[src/bps_pkg.sv]
// Purpose: shared constants and types for the power sequencer
// Assumes: 20 MHz always-on timebase
// Notes: times in microseconds, cycle counts derived from the clock rate
package bps_pkg;

   // timebase
   localparam int unsigned CLK_HZ = 20_000_000;
   localparam int unsigned CLK_MHZ = CLK_HZ / 1_000_000;

   // sequencing times in microseconds
   localparam int unsigned T_SYS_US = 4000;
   localparam int unsigned T_IO_US = 500;
   localparam int unsigned T_ANA_US = 500;
   localparam int unsigned T_FC_US = 1000;
   localparam int unsigned T_CHK_US = 500;
   localparam int unsigned T_REL_US = 1000;
   localparam int unsigned T_RESTART_US = 350000;

   // sequencing times in clock cycles
   localparam int unsigned SYS_DLY_CYC = T_SYS_US * CLK_MHZ;
   localparam int unsigned IO_DLY_CYC = T_IO_US * CLK_MHZ;
   localparam int unsigned ANA_DLY_CYC = T_ANA_US * CLK_MHZ;
   localparam int unsigned FC_DLY_CYC = T_FC_US * CLK_MHZ;
   localparam int unsigned CHK_DLY_CYC = T_CHK_US * CLK_MHZ;
   localparam int unsigned REL_DLY_CYC = T_REL_US * CLK_MHZ;
   localparam int unsigned RESTART_DLY_CYC = T_RESTART_US * CLK_MHZ;

   // delay counter width, holds the longest count
   localparam int unsigned TMR_W = 23;

   // synchroniser lanes
   localparam int unsigned SY_VIN_START = 0;
   localparam int unsigned SY_VIN_OK = 1;
   localparam int unsigned SY_VP_10V = 2;
   localparam int unsigned SY_VP_OK = 3;
   localparam int unsigned SY_SYS_PG = 4;
   localparam int unsigned SY_IO_PG = 5;
   localparam int unsigned SY_ANA_PG = 6;
   localparam int unsigned SY_FLASH_PG = 7;
   localparam int unsigned SY_CORE_PG = 8;
   localparam int unsigned SY_T120 = 9;
   localparam int unsigned SY_T140 = 10;
   localparam int unsigned SY_T155 = 11;
   localparam int unsigned SY_BUTTON = 12;
   localparam int unsigned SY_CHG_5V = 13;
   localparam int unsigned SY_CHG_20V = 14;
   localparam int unsigned SY_WAKE_TMR = 15;
   localparam int unsigned SY_N = 16;

   // wake source select bits
   localparam int unsigned WK_BUTTON = 0;
   localparam int unsigned WK_CHARGER = 1;
   localparam int unsigned WK_TIMER = 2;

   // temperature flag bits
   localparam int unsigned TF_120 = 0;
   localparam int unsigned TF_140 = 1;
   localparam int unsigned TF_155 = 2;

   // monitor multiplexer sources
   localparam logic [2:0] MUX_CHARGER_TERM = 3'h0;
   localparam logic [2:0] MUX_BATTERY_STACK = 3'h1;
   localparam logic [2:0] MUX_INPUT_SUPPLY = 3'h2;
   localparam logic [2:0] MUX_CORE_RAIL = 3'h3;
   localparam logic [2:0] MUX_ANALOG_RAIL = 3'h4;
   localparam logic [2:0] MUX_IO_RAIL = 3'h5;
   localparam logic [2:0] MUX_SYS_RAIL = 3'h6;
   localparam logic [2:0] MUX_TEMP_SENSE = 3'h7;

   // sequencer states
   typedef enum logic [3:0] {
      ST_OFF,
      ST_BUCK,
      ST_RESTART,
      ST_WAIT_SYS,
      ST_SYS_UP,
      ST_WAIT_IO,
      ST_IO_UP,
      ST_ANA_UP,
      ST_FC_UP,
      ST_HOLD,
      ST_RELEASE,
      ST_RUN,
      ST_HIB
   } bps_state_type;

endpackage : bps_pkg

[src/bps_power_sequencer.sv]
// Purpose: power-up sequencing, hibernate, supply and thermal supervision
// Assumes: comparator inputs are asynchronous levels, firmware inputs on i_mclk
// Notes: all enables and flags are registered
// Contract
// - enable buck once input reaches start level
// - main rail at 10 V, 4 ms, system rail
// - system rail good, 0.5 ms, io rail
// - io rail, 0.5 ms, analog rail
// - analog rail, 1 ms, flash and core
// - core rail, 0.5 ms, sample all power-good
// - all good, 1 ms, release processor reset
// - charge pump follows firmware enable, only while running
// - firmware request starts hibernate entry
// - hibernate turns off regulators, keeps wake detect
// - wake button with selectable polarity ends hibernate
// - charger detect at 5 or 20 V wakes
// - wake timer wakes; sources individually selectable
// - system, io, analog or core power-good drop flags fault, resets processor
// - reset held until five rails good plus delay
// - monitor multiplexer selects one of eight sources
// - 120 and 140 C warnings without reset
// - per-threshold temperature interrupt enables
// - 155 C records fault and resets processor
// - temperature fault bits survive processor reset
// - main rail lockout: buck off, restart 350 ms
// - input lockout: restart once input rises again
`timescale 1ns/100ps
module bps_power_sequencer
   import bps_pkg::*;
#(
   parameter int unsigned P_SYS_DLY_CYC = SYS_DLY_CYC,
   parameter int unsigned P_IO_DLY_CYC = IO_DLY_CYC,
   parameter int unsigned P_ANA_DLY_CYC = ANA_DLY_CYC,
   parameter int unsigned P_FC_DLY_CYC = FC_DLY_CYC,
   parameter int unsigned P_CHK_DLY_CYC = CHK_DLY_CYC,
   parameter int unsigned P_REL_DLY_CYC = REL_DLY_CYC,
   parameter int unsigned P_RESTART_DLY_CYC = RESTART_DLY_CYC
) (
   // clock and reset
   input wire logic i_mclk,
   input wire logic i_rst_n,
   // supply comparators
   input wire logic i_vin_start,
   input wire logic i_vin_above_fall,
   input wire logic i_main_rail_10v,
   input wire logic i_main_rail_above_fall,
   input wire logic i_sys_pgood,
   input wire logic i_io_pgood,
   input wire logic i_analog_pgood,
   input wire logic i_flash_pgood,
   input wire logic i_core_pgood,
   // temperature comparators
   input wire logic i_temp_120,
   input wire logic i_temp_140,
   input wire logic i_temp_155,
   // wake sources
   input wire logic i_wake_button_pin,
   input wire logic i_charger_5v,
   input wire logic i_charger_20v,
   input wire logic i_wake_timer_expired,
   // firmware controls
   input wire logic i_pump_enable,
   input wire logic i_hibernate_req,
   input wire logic [2:0] i_wake_sel,
   input wire logic i_button_active_high,
   input wire logic i_charger_sel_20v,
   input wire logic [2:0] i_temp_irq_en,
   input wire logic [2:0] i_mux_sel,
   input wire logic i_status_clear,
   // regulator enables
   output logic o_main_buck_converter_en,
   output logic o_sys_rail_en,
   output logic o_io_rail_en,
   output logic o_analog_rail_en,
   output logic o_flash_rail_en,
   output logic o_core_rail_en,
   output logic o_gate_charge_pump_en,
   // processor and hibernate
   output logic o_cpu_reset_n,
   output logic o_hibernate,
   output logic o_wake_detect_en,
   // status
   output logic o_supply_fault,
   output logic [2:0] o_temp_flags,
   output logic o_temp_irq,
   output logic [2:0] o_monitor_multiplexer_sel
);

   bps_state_type state;
   bps_state_type next_state;
   logic [SY_N-1:0] sy;
   logic [TMR_W-1:0] timer;
   logic timer_done;
   logic all_pg;
   logic rail_drop;
   logic button_active;
   logic charger_det;
   logic wake;

   // comparator synchronisers
   bps_sync #(
      .WIDTH(SY_N)
   ) u_sync (
      .i_mclk(i_mclk),
      .i_rst_n(i_rst_n),
      .i_async({i_wake_timer_expired, i_charger_20v, i_charger_5v, i_wake_button_pin,
                i_temp_155, i_temp_140, i_temp_120, i_core_pgood, i_flash_pgood,
                i_analog_pgood, i_io_pgood, i_sys_pgood, i_main_rail_above_fall,
                i_main_rail_10v, i_vin_above_fall, i_vin_start}),
      .o_sync(sy)
   );

   // states in which the main rail is up and supervised
   function automatic logic is_powered(input bps_state_type s);
      return !(s inside {ST_OFF, ST_BUCK, ST_RESTART, ST_HIB});
   endfunction : is_powered

   // delay loaded on entry to each timed state
   function automatic logic [TMR_W-1:0] dly_of(input bps_state_type s);
      logic [TMR_W-1:0] d;
      d = '0;
      case (s)
         ST_WAIT_SYS: d = TMR_W'(P_SYS_DLY_CYC - 1);
         ST_WAIT_IO: d = TMR_W'(P_IO_DLY_CYC - 1);
         ST_IO_UP: d = TMR_W'(P_ANA_DLY_CYC - 1);
         ST_ANA_UP: d = TMR_W'(P_FC_DLY_CYC - 1);
         ST_FC_UP: d = TMR_W'(P_CHK_DLY_CYC - 1);
         ST_RELEASE: d = TMR_W'(P_REL_DLY_CYC - 1);
         ST_RESTART: d = TMR_W'(P_RESTART_DLY_CYC - 1);
         default: d = '0;
      endcase
      return d;
   endfunction : dly_of

   assign all_pg = sy[SY_SYS_PG] & sy[SY_IO_PG] & sy[SY_ANA_PG] & sy[SY_FLASH_PG]
                   & sy[SY_CORE_PG];
   assign rail_drop = !(sy[SY_SYS_PG] & sy[SY_IO_PG] & sy[SY_ANA_PG] & sy[SY_CORE_PG]);
   assign timer_done = (timer == '0);

   // wake qualification
   assign button_active = sy[SY_BUTTON] ~^ i_button_active_high;
   assign charger_det = i_charger_sel_20v ? sy[SY_CHG_20V] : sy[SY_CHG_5V];
   assign wake = (i_wake_sel[WK_BUTTON] & button_active)
                 | (i_wake_sel[WK_CHARGER] & charger_det)
                 | (i_wake_sel[WK_TIMER] & sy[SY_WAKE_TMR]);

   // sequencer next state
   always_comb begin
      next_state = state;
      if (is_powered(state) && !sy[SY_VIN_OK]) begin
         next_state = ST_OFF;
      end else if (is_powered(state) && !sy[SY_VP_OK]) begin
         next_state = ST_RESTART;
      end else begin
         unique case (state)
            ST_OFF: begin
               if (sy[SY_VIN_START]) begin
                  next_state = ST_BUCK;
               end
            end
            ST_BUCK: begin
               if (!sy[SY_VIN_OK]) begin
                  next_state = ST_OFF;
               end else if (sy[SY_VP_10V]) begin
                  next_state = ST_WAIT_SYS;
               end
            end
            ST_RESTART: begin
               if (!sy[SY_VIN_OK]) begin
                  next_state = ST_OFF;
               end else if (timer_done) begin
                  next_state = ST_BUCK;
               end
            end
            ST_WAIT_SYS: begin
               if (timer_done) begin
                  next_state = ST_SYS_UP;
               end
            end
            ST_SYS_UP: begin
               if (sy[SY_SYS_PG]) begin
                  next_state = ST_WAIT_IO;
               end
            end
            ST_WAIT_IO: begin
               if (timer_done) begin
                  next_state = ST_IO_UP;
               end
            end
            ST_IO_UP: begin
               if (timer_done) begin
                  next_state = ST_ANA_UP;
               end
            end
            ST_ANA_UP: begin
               if (timer_done) begin
                  next_state = ST_FC_UP;
               end
            end
            ST_FC_UP: begin
               if (timer_done) begin
                  next_state = all_pg ? ST_RELEASE : ST_HOLD;
               end
            end
            ST_HOLD: begin
               if (all_pg && !sy[SY_T155]) begin
                  next_state = ST_RELEASE;
               end
            end
            ST_RELEASE: begin
               if (!all_pg || sy[SY_T155]) begin
                  next_state = ST_HOLD;
               end else if (timer_done) begin
                  next_state = ST_RUN;
               end
            end
            ST_RUN: begin
               if (rail_drop || sy[SY_T155]) begin
                  next_state = ST_HOLD;
               end else if (i_hibernate_req) begin
                  next_state = ST_HIB;
               end
            end
            ST_HIB: begin
               if (wake) begin
                  next_state = ST_OFF;
               end
            end
         endcase
      end
   end

   // state register
   always_ff @(posedge i_mclk) begin
      if (!i_rst_n) begin
         state <= ST_OFF;
      end else begin
         state <= next_state;
      end
   end

   // delay counter
   always_ff @(posedge i_mclk) begin
      if (!i_rst_n) begin
         timer <= '0;
      end else if (next_state != state) begin
         timer <= dly_of(next_state);
      end else if (!timer_done) begin
         timer <= timer - TMR_W'(1);
      end
   end

   // regulator and processor controls, decoded from the next state
   always_ff @(posedge i_mclk) begin
      if (!i_rst_n) begin
         o_main_buck_converter_en <= 1'b0;
         o_sys_rail_en <= 1'b0;
         o_io_rail_en <= 1'b0;
         o_analog_rail_en <= 1'b0;
         o_flash_rail_en <= 1'b0;
         o_core_rail_en <= 1'b0;
         o_cpu_reset_n <= 1'b0;
         o_hibernate <= 1'b0;
         o_wake_detect_en <= 1'b0;
      end else begin
         o_main_buck_converter_en <= !(next_state inside {ST_OFF, ST_RESTART, ST_HIB});
         o_sys_rail_en <= is_powered(next_state) && next_state != ST_WAIT_SYS;
         o_io_rail_en <= next_state inside {ST_IO_UP, ST_ANA_UP, ST_FC_UP, ST_HOLD,
                                            ST_RELEASE, ST_RUN};
         o_analog_rail_en <= next_state inside {ST_ANA_UP, ST_FC_UP, ST_HOLD,
                                                ST_RELEASE, ST_RUN};
         o_flash_rail_en <= next_state inside {ST_FC_UP, ST_HOLD, ST_RELEASE, ST_RUN};
         o_core_rail_en <= next_state inside {ST_FC_UP, ST_HOLD, ST_RELEASE, ST_RUN};
         o_cpu_reset_n <= (next_state == ST_RUN);
         o_hibernate <= (next_state == ST_HIB);
         o_wake_detect_en <= (next_state == ST_HIB);
      end
   end

   // gate charge pump, firmware controlled while running
   always_ff @(posedge i_mclk) begin
      if (!i_rst_n) begin
         o_gate_charge_pump_en <= 1'b0;
      end else begin
         o_gate_charge_pump_en <= i_pump_enable && (next_state == ST_RUN);
      end
   end

   // sticky supply fault, set wins over clear
   always_ff @(posedge i_mclk) begin
      if (!i_rst_n) begin
         o_supply_fault <= 1'b0;
      end else if (state == ST_RUN && rail_drop) begin
         o_supply_fault <= 1'b1;
      end else if (i_status_clear) begin
         o_supply_fault <= 1'b0;
      end
   end

   // sticky temperature flags, kept through processor reset
   always_ff @(posedge i_mclk) begin
      if (!i_rst_n) begin
         o_temp_flags <= '0;
      end else begin
         o_temp_flags <= {sy[SY_T155], sy[SY_T140], sy[SY_T120]}
                         | (o_temp_flags & {3{!i_status_clear}});
      end
   end

   // temperature interrupt
   always_ff @(posedge i_mclk) begin
      if (!i_rst_n) begin
         o_temp_irq <= 1'b0;
      end else begin
         o_temp_irq <= |(o_temp_flags & i_temp_irq_en);
      end
   end

   // monitor multiplexer select
   always_ff @(posedge i_mclk) begin
      if (!i_rst_n) begin
         o_monitor_multiplexer_sel <= MUX_CHARGER_TERM;
      end else begin
         o_monitor_multiplexer_sel <= i_mux_sel;
      end
   end

   // checks
   buck_start_a: assert property (@(posedge i_mclk) disable iff (!i_rst_n)
      (state == ST_OFF && sy[SY_VIN_START]) |=> ##1 o_main_buck_converter_en)
      else $error("buck not enabled after start level");

   sys_delay_a: assert property (@(posedge i_mclk) disable iff (!i_rst_n)
      $rose(o_sys_rail_en) |-> $past(state, 2) == ST_WAIT_SYS)
      else $error("system rail enabled outside its delay");

   io_order_a: assert property (@(posedge i_mclk) disable iff (!i_rst_n)
      o_io_rail_en |-> o_sys_rail_en)
      else $error("io rail on without system rail");

   ana_order_a: assert property (@(posedge i_mclk) disable iff (!i_rst_n)
      o_analog_rail_en |-> o_io_rail_en)
      else $error("analog rail on before io rail");

   flash_core_a: assert property (@(posedge i_mclk) disable iff (!i_rst_n)
      o_flash_rail_en == o_core_rail_en && (o_core_rail_en -> o_analog_rail_en))
      else $error("flash and core rails not together");

   release_good_a: assert property (@(posedge i_mclk) disable iff (!i_rst_n)
      $rose(o_cpu_reset_n) |-> $past(state, 2) == ST_RELEASE && $past(all_pg, 2))
      else $error("processor released without good rails");

   rail_fault_a: assert property (@(posedge i_mclk) disable iff (!i_rst_n)
      (state == ST_RUN && rail_drop) |=> o_supply_fault ##1 !o_cpu_reset_n)
      else $error("rail drop did not reset processor");

   hib_off_a: assert property (@(posedge i_mclk) disable iff (!i_rst_n)
      o_hibernate |-> !o_sys_rail_en && !o_core_rail_en && !o_main_buck_converter_en
                      && o_wake_detect_en && !o_cpu_reset_n)
      else $error("regulator on during hibernate");

   wake_restart_a: assert property (@(posedge i_mclk) disable iff (!i_rst_n)
      (state == ST_HIB && wake) |=> state == ST_OFF)
      else $error("wake did not restart sequence");

   temp_fault_a: assert property (@(posedge i_mclk) disable iff (!i_rst_n)
      (state == ST_RUN && sy[SY_T155]) |=> o_temp_flags[TF_155] ##1 !o_cpu_reset_n)
      else $error("temperature fault not handled");

   temp_keep_a: assert property (@(posedge i_mclk) disable iff (!i_rst_n)
      (o_temp_flags[TF_155] && !i_status_clear) |=> o_temp_flags[TF_155])
      else $error("temperature fault lost");

   warn_noreset_a: assert property (@(posedge i_mclk) disable iff (!i_rst_n)
      (state == ST_RUN && sy[SY_T140] && !sy[SY_T155] && !rail_drop && sy[SY_VIN_OK]
       && sy[SY_VP_OK] && !i_hibernate_req) |=> state == ST_RUN)
      else $error("warning reset the processor");

   restart_a: assert property (@(posedge i_mclk) disable iff (!i_rst_n)
      (is_powered(state) && sy[SY_VIN_OK] && !sy[SY_VP_OK]) |=> state == ST_RESTART
      ##1 !o_main_buck_converter_en)
      else $error("main rail lockout missed");

   pump_gate_a: assert property (@(posedge i_mclk) disable iff (!i_rst_n)
      o_gate_charge_pump_en |-> o_cpu_reset_n)
      else $error("charge pump on while not running");

   run_c: cover property (@(posedge i_mclk) disable iff (!i_rst_n) $rose(o_cpu_reset_n));
   hib_c: cover property (@(posedge i_mclk) disable iff (!i_rst_n)
      o_hibernate ##1 !o_hibernate);
   restart_c: cover property (@(posedge i_mclk) disable iff (!i_rst_n)
      state == ST_RESTART ##1 state == ST_BUCK);
   tfault_c: cover property (@(posedge i_mclk) disable iff (!i_rst_n)
      $rose(o_temp_flags[TF_155]));

endmodule : bps_power_sequencer

[src/bps_sync.sv]
// Purpose: two-flop synchroniser for a vector of levels
// Assumes: each lane is an independent slow level
// Notes: first stage feeds only the second stage
`timescale 1ns/100ps
module bps_sync #(
   parameter int unsigned WIDTH = 16
) (
   // clock and reset
   input wire logic i_mclk,
   input wire logic i_rst_n,
   // levels
   input wire logic [WIDTH-1:0] i_async,
   output logic [WIDTH-1:0] o_sync
);

   logic [WIDTH-1:0] meta;

   always_ff @(posedge i_mclk) begin
      if (!i_rst_n) begin
         meta <= '0;
         o_sync <= '0;
      end else begin
         meta <= i_async;
         o_sync <= meta;
      end
   end

endmodule : bps_sync

[config.mk]
export PLATFORM = sky130hd
export DESIGN_NAME = bps_power_sequencer
export DESIGN_NICKNAME = d
export VERILOG_FILES = /design/src/bps_pkg.sv /design/src/bps_power_sequencer.sv /design/src/bps_sync.sv
export SDC_FILE = /design/constraint.sdc
export NUM_CORES = 1
export LEC_CHECK = 0
export BUFFER_PORTS_ARGS = -buffer_cell sky130_fd_sc_hd__buf_4
export CORE_AREA = 2 2 89 125
export CTS_BUF_LIST = sky130_fd_sc_hd__clkbuf_16
export DETAILED_ROUTE_END_ITERATION = 8
export DIE_AREA = 0 0 91 127
export GPL_ROUTABILITY_DRIVEN = 0
export PLACE_DENSITY = 0.49
export SYNTH_ARGS = -nofsm -noshare
export SYNTH_HDL_FRONTEND = slang
export SYNTH_HIERARCHICAL = 1
export SYNTH_SLANG_ARGS = --single-unit
[constraint.sdc]
create_clock -name i_mclk -period 4 [get_ports i_mclk]
set_clock_uncertainty 0.1 [all_clocks]
set_input_delay 0.8 -clock i_mclk [delete_from_list [all_inputs] [get_ports i_mclk]]
set_output_delay 0.8 -clock i_mclk [all_outputs]
set_load 0.02 [all_outputs]
==> reports/qor.yml, run 1 <==
first_global_vias: 3050
cts_tree: "yes"
cts_buffer_depth: 2
yosysSeqAreaShare: 0.422
drcViolationCount: 0
fin_setup_tns_ps: 0
synthAdderAreaFrac: 0.00352
syn_area_um2: 3560
cts_resized: 0
finalCritPeriodShare: 0.873
period_needed_ps: 3490
finalNonFillerCells: 590
async_flop_share: 0
dieArea_um2: 11600
dieHeight_um: 127
setup_ws_ps: 506
p_leak_nw: 1.72
path_cells: "inv_1 -> ha_1 -> nor3b_1 -> and4_4 -> nand2_4 -> or3_1 -> a31o_1 -> o211ai_1 -> o21ai_1 -> o22ai_1"
max_freq_mhz: 286
holdBufCountCts: 0
cts_made_buffers: 9
drv_slew: 0
gr-total-overflow: 0
synth_nets: 435
place_ws_ps: 592
portBuffers: 49
outcome: "finished, final reports clean"
antenna_found_initial: 0
synth_cell_types: 65
num_rows: 44
drt-initial-drc-count: 147
final_layout_size_suffix_gt1_frac: 0.257
slew_headroom: 0.381
yosys-top-cells-count: "dfxtp_1, and2_2, nor2_1, a21oi_1, nand2_1"
dp_hpwl_mm: 6.44
avgSynthCellArea_um2: 8.85
num_io_pins: 50
clk_pin_slew_ps: 60
crit_type: "flop to flop"
min_path_type: "flop to flop"
power.density_nw_per_um2: 637
critical_path_buf_inv_count: 1
whs_ps: 339
synth_seq_cells: 75
die_x_um: 91
drtPass1Iterations: 5
start_util: 0.344
rsz0062_at_grt: "false"
vias: 3120
vias_per_cell: 5.29
core_area_um2: 10300
cp_data_arrival_time_ps: 3650
slowest_delay_ps: 780
yosys.area.top_type_share: 0.422
grt.total_usage: 0.158
synth_compound_area_frac: 0.181
place_inst: 574
grt_max_degree: 48
crit_path_end_kind: "flop"
cp_max_fo: 16
root_buffer: "clkbuf_16"
synth_warnings: 6
grt_use_met3: 0.0324
peakVddDrop_mv: 0.261
critPathLaunchType: "flop"
synth_xor_area_frac: 0.0492
cpLargestDelayFamily: "compound AO/OA/AOI/OAI gates"
yosysMostFrequentCell: "dfxtp_1"
synthMuxAreaShare: 0.0176
clk-insertion-delay-late_ps: 330
synth_top_family_by_area: "simple AND/OR/NAND/NOR gates"
final_nets: 480
hold_viol: 0
worstMarginPinSlew_ps: 924
finalWirelength_mm: 8.77
grt_util_met1: 0.174
drtAntennaViolNets: 0
clock_sinks: 75
diodes: 0
synth.area.top_cells: "dfxtp_1, and2_2, a21oi_1, nor2_1, xor2_1"
busiest_layer: "met2"
grt_pass1_wl_mm: 14.7
cp.required_ps: 4150
cts_setup_buffers: 0
met2_usage: 0.288
synth_top_cell_by_area: "dfxtp_1"
cts.htree.levels: 3
avgRoutedWirePerCell_um: 14.9
synth_ff_type: "dfxtp_1"
netlist_instances: 402
slowest_stage: "o211ai_1"
synth-edff-count: 0
syn_to_final_growth_pct: 22.0
maxCapViolations: 0
setup_viol: 0
synth_simple_gate_area_frac: 0.285
==> cells in the final DEF (no fill, tap or decap), drive strengths merged, types with 3 or more instances in the layout <==
| master | count |
|---|---|
| a211oi | 9 |
| a21oi | 28 |
| a221oi | 3 |
| a311oi | 3 |
| a31oi | 5 |
| and2 | 40 |
| and4 | 4 |
| buf | 59 |
| clkbuf | 9 |
| clkinv | 5 |
| dfxtp | 75 |
| inv | 8 |
| mux2i | 4 |
| nand2 | 24 |
| nand2b | 7 |
| nand3 | 10 |
| nand4 | 9 |
| nor2 | 31 |
| nor2b | 3 |
| nor3 | 21 |
| nor3b | 3 |
| nor4 | 9 |
| o211a | 3 |
| o211ai | 4 |
| o21ai | 10 |
| o22ai | 5 |
| or2 | 3 |
| or3 | 4 |
| or4 | 3 |
| xnor2 | 7 |
| xor2 | 13 |
==> worst paths after layout <==
kind / from / end / slack (ps) / depth (start not counted)
worst max-delay path: timer[0] / timer[10] / 510 / 10
worst min-delay path: u_sync/o_sync[9] / o_temp_flags[0] / 340 / 2
worst max register to register: timer[0] / timer[10] / 510 / 10
worst min register to register: u_sync/o_sync[9] / o_temp_flags[0] / 340 / 2
==> power by group <==
group / internal [mW] / leakage [nW] / switching, mW / total [mW]
registers: 0.859 / 0.616 / 0.119 / 0.978
clock network: 0.475 / 0.144 / 0.302 / 0.776
logic: 0.431 / 0.961 / 0.579 / 1.01
==> metal layers <==
metal | vias up | wire length [µm]
li1 | 1554 | -
met1 | 1494 | 3650
met2 | 55 | 4620
met3 | 17 | 268
met4 | 0 | 233
met5 | - | 0
==> tightest hold or removal path: stages (launching register included) <==
cell and delay [ps]:
dfxtp_1 300, a21oi_1 30, nor2_1 70
==> final cells by class <==
cell class | count | area, µm²
multi-input combinational | 294 | 1910
sequential | 75 | 1500
clock inverter | 7 | 60.1
fill | 1121 | 6010
inverter | 8 | 30.0
clock buffer | 9 | 225
tap | 138 | 173
timing repair buffer | 59 | 443
==> flip-flops by register name (all words and copies together), names as in the netlist, 3 cells and up <==
signal,count
timer,23
u_sync/meta,16
u_sync/o_sync,16
state,4
o_monitor_multiplexer_sel,3
o_temp_flags,3
==> through the flow <==
step / utilization / power, mW / area [µm²]
after floorplan: - / 1.73 / 3560
after global placement: 0.392 / 2.00 / 4050
after detailed placement: 0.392 / 2.00 / 4050
after CTS: 0.419 / 2.79 / 4340
after global routing: 0.419 / 2.94 / 4340
final: 0.419 / 2.76 / 4340
==> cell families after synthesis <==
logic type	after synthesis
AO/OA/AOI/OAI	92
buffers and inverters	33
adder cells (fa/ha/maj)	1
XOR/XNOR	20
flip-flops	75
multiplexers	6
AND/OR/NAND/NOR	175
Note: power is estimated with default switching activity, not from simulation.
==> inputs of run 2 (changes only) <==
- ABC_AREA: default -> 1
- CORE_AREA: 2 2 89 125 -> 2 2 90 126
- DIE_AREA: 0 0 91 127 -> 0 0 92 128
==> run 2 against run 1 <==
Sequential power about the same; register-to-register slack better by 430 ps; sequential share of layout area fell by 0.34 points; wire length fell by 3.3%; power grew 44%.
==> reports/qor.yml, run 2 <==
outcome: "finished, final reports clean"
peakVddDrop_mv: 0.339
first_global_vias: 3017
cp_data_arrival_time_ps: 3190
finalWirelength_mm: 8.49
synth_nets: 549
grt_use_met3: 0.0353
start_util: 0.339
slew_headroom: 0.617
cts_buffer_depth: 2
rsz0062_at_grt: "false"
critPathLaunchType: "flop"
power.density_nw_per_um2: 909
synth-edff-count: 0
yosys-top-cells-count: "nand2_1, inv_1, dfxtp_1, nor2_1, nand3_1"
drt-initial-drc-count: 92
grt.total_usage: 0.152
layout_commonest_cell: "nand2_1"
antenna_found_initial: 0
dieArea_um2: 11800
drtPass1Iterations: 4
cts_made_buffers: 9
yosys.area.top_type_share: 0.414
busiest_layer: "met2"
die_x_um: 92
holdBufCountCts: 0
reg2regPathDepth: 19
multi_input_area_um2: 1710
num_io_pins: 50
syn_to_final_growth_pct: 20.9
p_switching_mw: 1.85
cts_resized: 0
critical_path_buf_inv_count: 4
finalCritPeriodShare: 0.765
core_area_um2: 10700
clk-insertion-delay-late_ps: 330
period_needed_ps: 3060
yosysSeqAreaShare: 0.414
setup_ws_ps: 938
clk_pin_slew_ps: 60
diodes: 0
pwr-share-clk: 0.213
cpLargestDelayFamily: "simple AND/OR/NAND/NOR gates"
vias_per_cell: 4.45
min_path_type: "flop to flop"
dpl_cell_area_um2: 4070
final_area_um2: 4380
crit_start: "timer[0]"
whs_ps: 309
synth_top_cell_by_area: "dfxtp_1"
path_cells: "inv_1 -> ha_1 -> nand2_1 -> nor2_4 -> nand3_4 -> clkinv_2 -> nand2_1 -> nand3_2 -> nand2_2 -> nand2_1 -> nand2_1 -> nor2_1 -> nand2_1 -> nor2_4 -> nand3_2 -> nand2_2 -> inv_1 -> nand2_1 -> inv_1"
synth.area.top_cells: "dfxtp_1, nand2_1, inv_1, nor2_1, nand3_1"
final_layout_size_suffix_gt1_frac: 0.174
setup_viol: 0
crit_path_end_kind: "flop"
final_nets: 596
num_rows: 45
drv_slew: 0
vias: 3152
slowest_stage: "dfxtp_1"
yosysMostFrequentCell: "nand2_1"
cp.depth: 19
r2r-start: "timer[0]"
synth_ff_type: "dfxtp_1"
place_ws_ps: 911
reg_top3: "timer (23), u_sync/meta (16), u_sync/o_sync (16)"
grt_max_degree: 42
gr-total-overflow: 0
seq_power_share: 0.245
dieHeight_um: 128
cpMostUsedCell: "nand2_1"
worstMarginPinSlew_ps: 570
maxCapViolations: 0
syn_area_um2: 3620
portBuffers: 49
cts_setup_buffers: 0
p_leak_nw: 2.31
grt_util_met1: 0.162
synth_warnings: 6
regArea_um2: 1500
cts_tree: "yes"
rrSetupSlack_ps: 940
largest_register_ffs: 23
root_buffer: "clkbuf_16"
fin_setup_tns_ps: 0
met2_usage: 0.276
cp_max_fo: 15
p_int_mw: 2.13
hold_viol: 0
clock_sinks: 75
synth_seq_cells: 75
regMostFlops: "timer"
netlist_instances: 516
avgRoutedWirePerCell_um: 12.0
synth_cell_types: 37
cp.required_ps: 4130
avgSynthCellArea_um2: 7.02
drcViolationCount: 0
n_fill_cell: 1141
async_flop_share: 0
timing.rr.end: "timer[2]"
layout_common_cells: "nand2_1, inv_1, dfxtp_1"
grt_pass1_wl_mm: 14.0
slowest_delay_ps: 300
endpoint: "timer[2]"
p_sw_frac: 0.464
max_freq_mhz: 327
crit_type: "flop to flop"
dp_hpwl_mm: 6.61
drtAntennaViolNets: 0
pwr-share-comb: 0.542
cts.htree.levels: 3
-- run 2: kinds of logic after synthesis --
family,count (synthesis),share of synthesized area
DFF,75,0.414
and+or+nand+nor,284,0.356
adders and majority gates,1,0.00345
buffers and inverters,96,0.115
xor gates and xnor gates,18,0.0435
AOI/OAI and AO/OA,42,0.0683
-- run 2: final cells by class --
type	instances	area share
Multi-Input combinational cell	345	0.389
Sequential cell	75	0.343
Timing Repair Buffer	49	0.0840
Inverter	83	0.0717
Clock buffer	9	0.0514
Tap cell	141	0.0403
Clock inverter	7	0.0206
-- run 2: power by group through the flow --
stage               registers (mW)  clock network, mW  logic [mW]
floorplan                    0.991                  0        1.77
global placement             0.991                  0        2.18
detailed placement           0.992                  0        2.17
CTS                          0.976              0.873        2.18
global route                 0.986              0.908        2.44
finish                       0.975              0.851        2.16
-- run 2: worst min-delay path by stage --
stage	startpoint	endpoint	slack, ps	cells past startpoint
detailed placement	u_sync/meta[1]	u_sync/o_sync[1]	300	2
CTS	u_sync/meta[1]	u_sync/o_sync[1]	310	2
finish	u_sync/meta[1]	u_sync/o_sync[1]	310	2
floorplan	u_sync/meta[14]	u_sync/o_sync[14]	290	2
global placement	u_sync/meta[14]	u_sync/o_sync[14]	290	2
global route	u_sync/meta[11]	u_sync/o_sync[11]	320	2
-- run 2: per-layer routing --
metal / part of all wire / wire, µm
met5: 0 / 0
met1: 0.39 / 3310
met3: 0.037 / 315
met2: 0.53 / 4530
met4: 0.038 / 326
-- run 2: through the flow --
step	power (mW)	utilization	instances
finish	3.99	0.410	709
global route	4.33	0.410	709
CTS	4.03	0.410	709
detailed placement	3.16	0.380	693
global placement	3.17	0.380	693
floorplan	2.76	-	516
-- run 2: worst reg2reg max path: stages, from the launching register on --
cell and delay [ps]:
dfxtp_1 300, inv_1 110, ha_1 200, nand2_1 160, nor2_4 210, nand3_4 140, clkinv_2 200, nand2_1 90
nand3_2 120, nand2_2 90, nand2_1 70, nand2_1 50, nor2_1 80, nand2_1 90, nor2_4 270, nand3_2 160
nand2_2 280, inv_1 120, nand2_1 80, inv_1 40
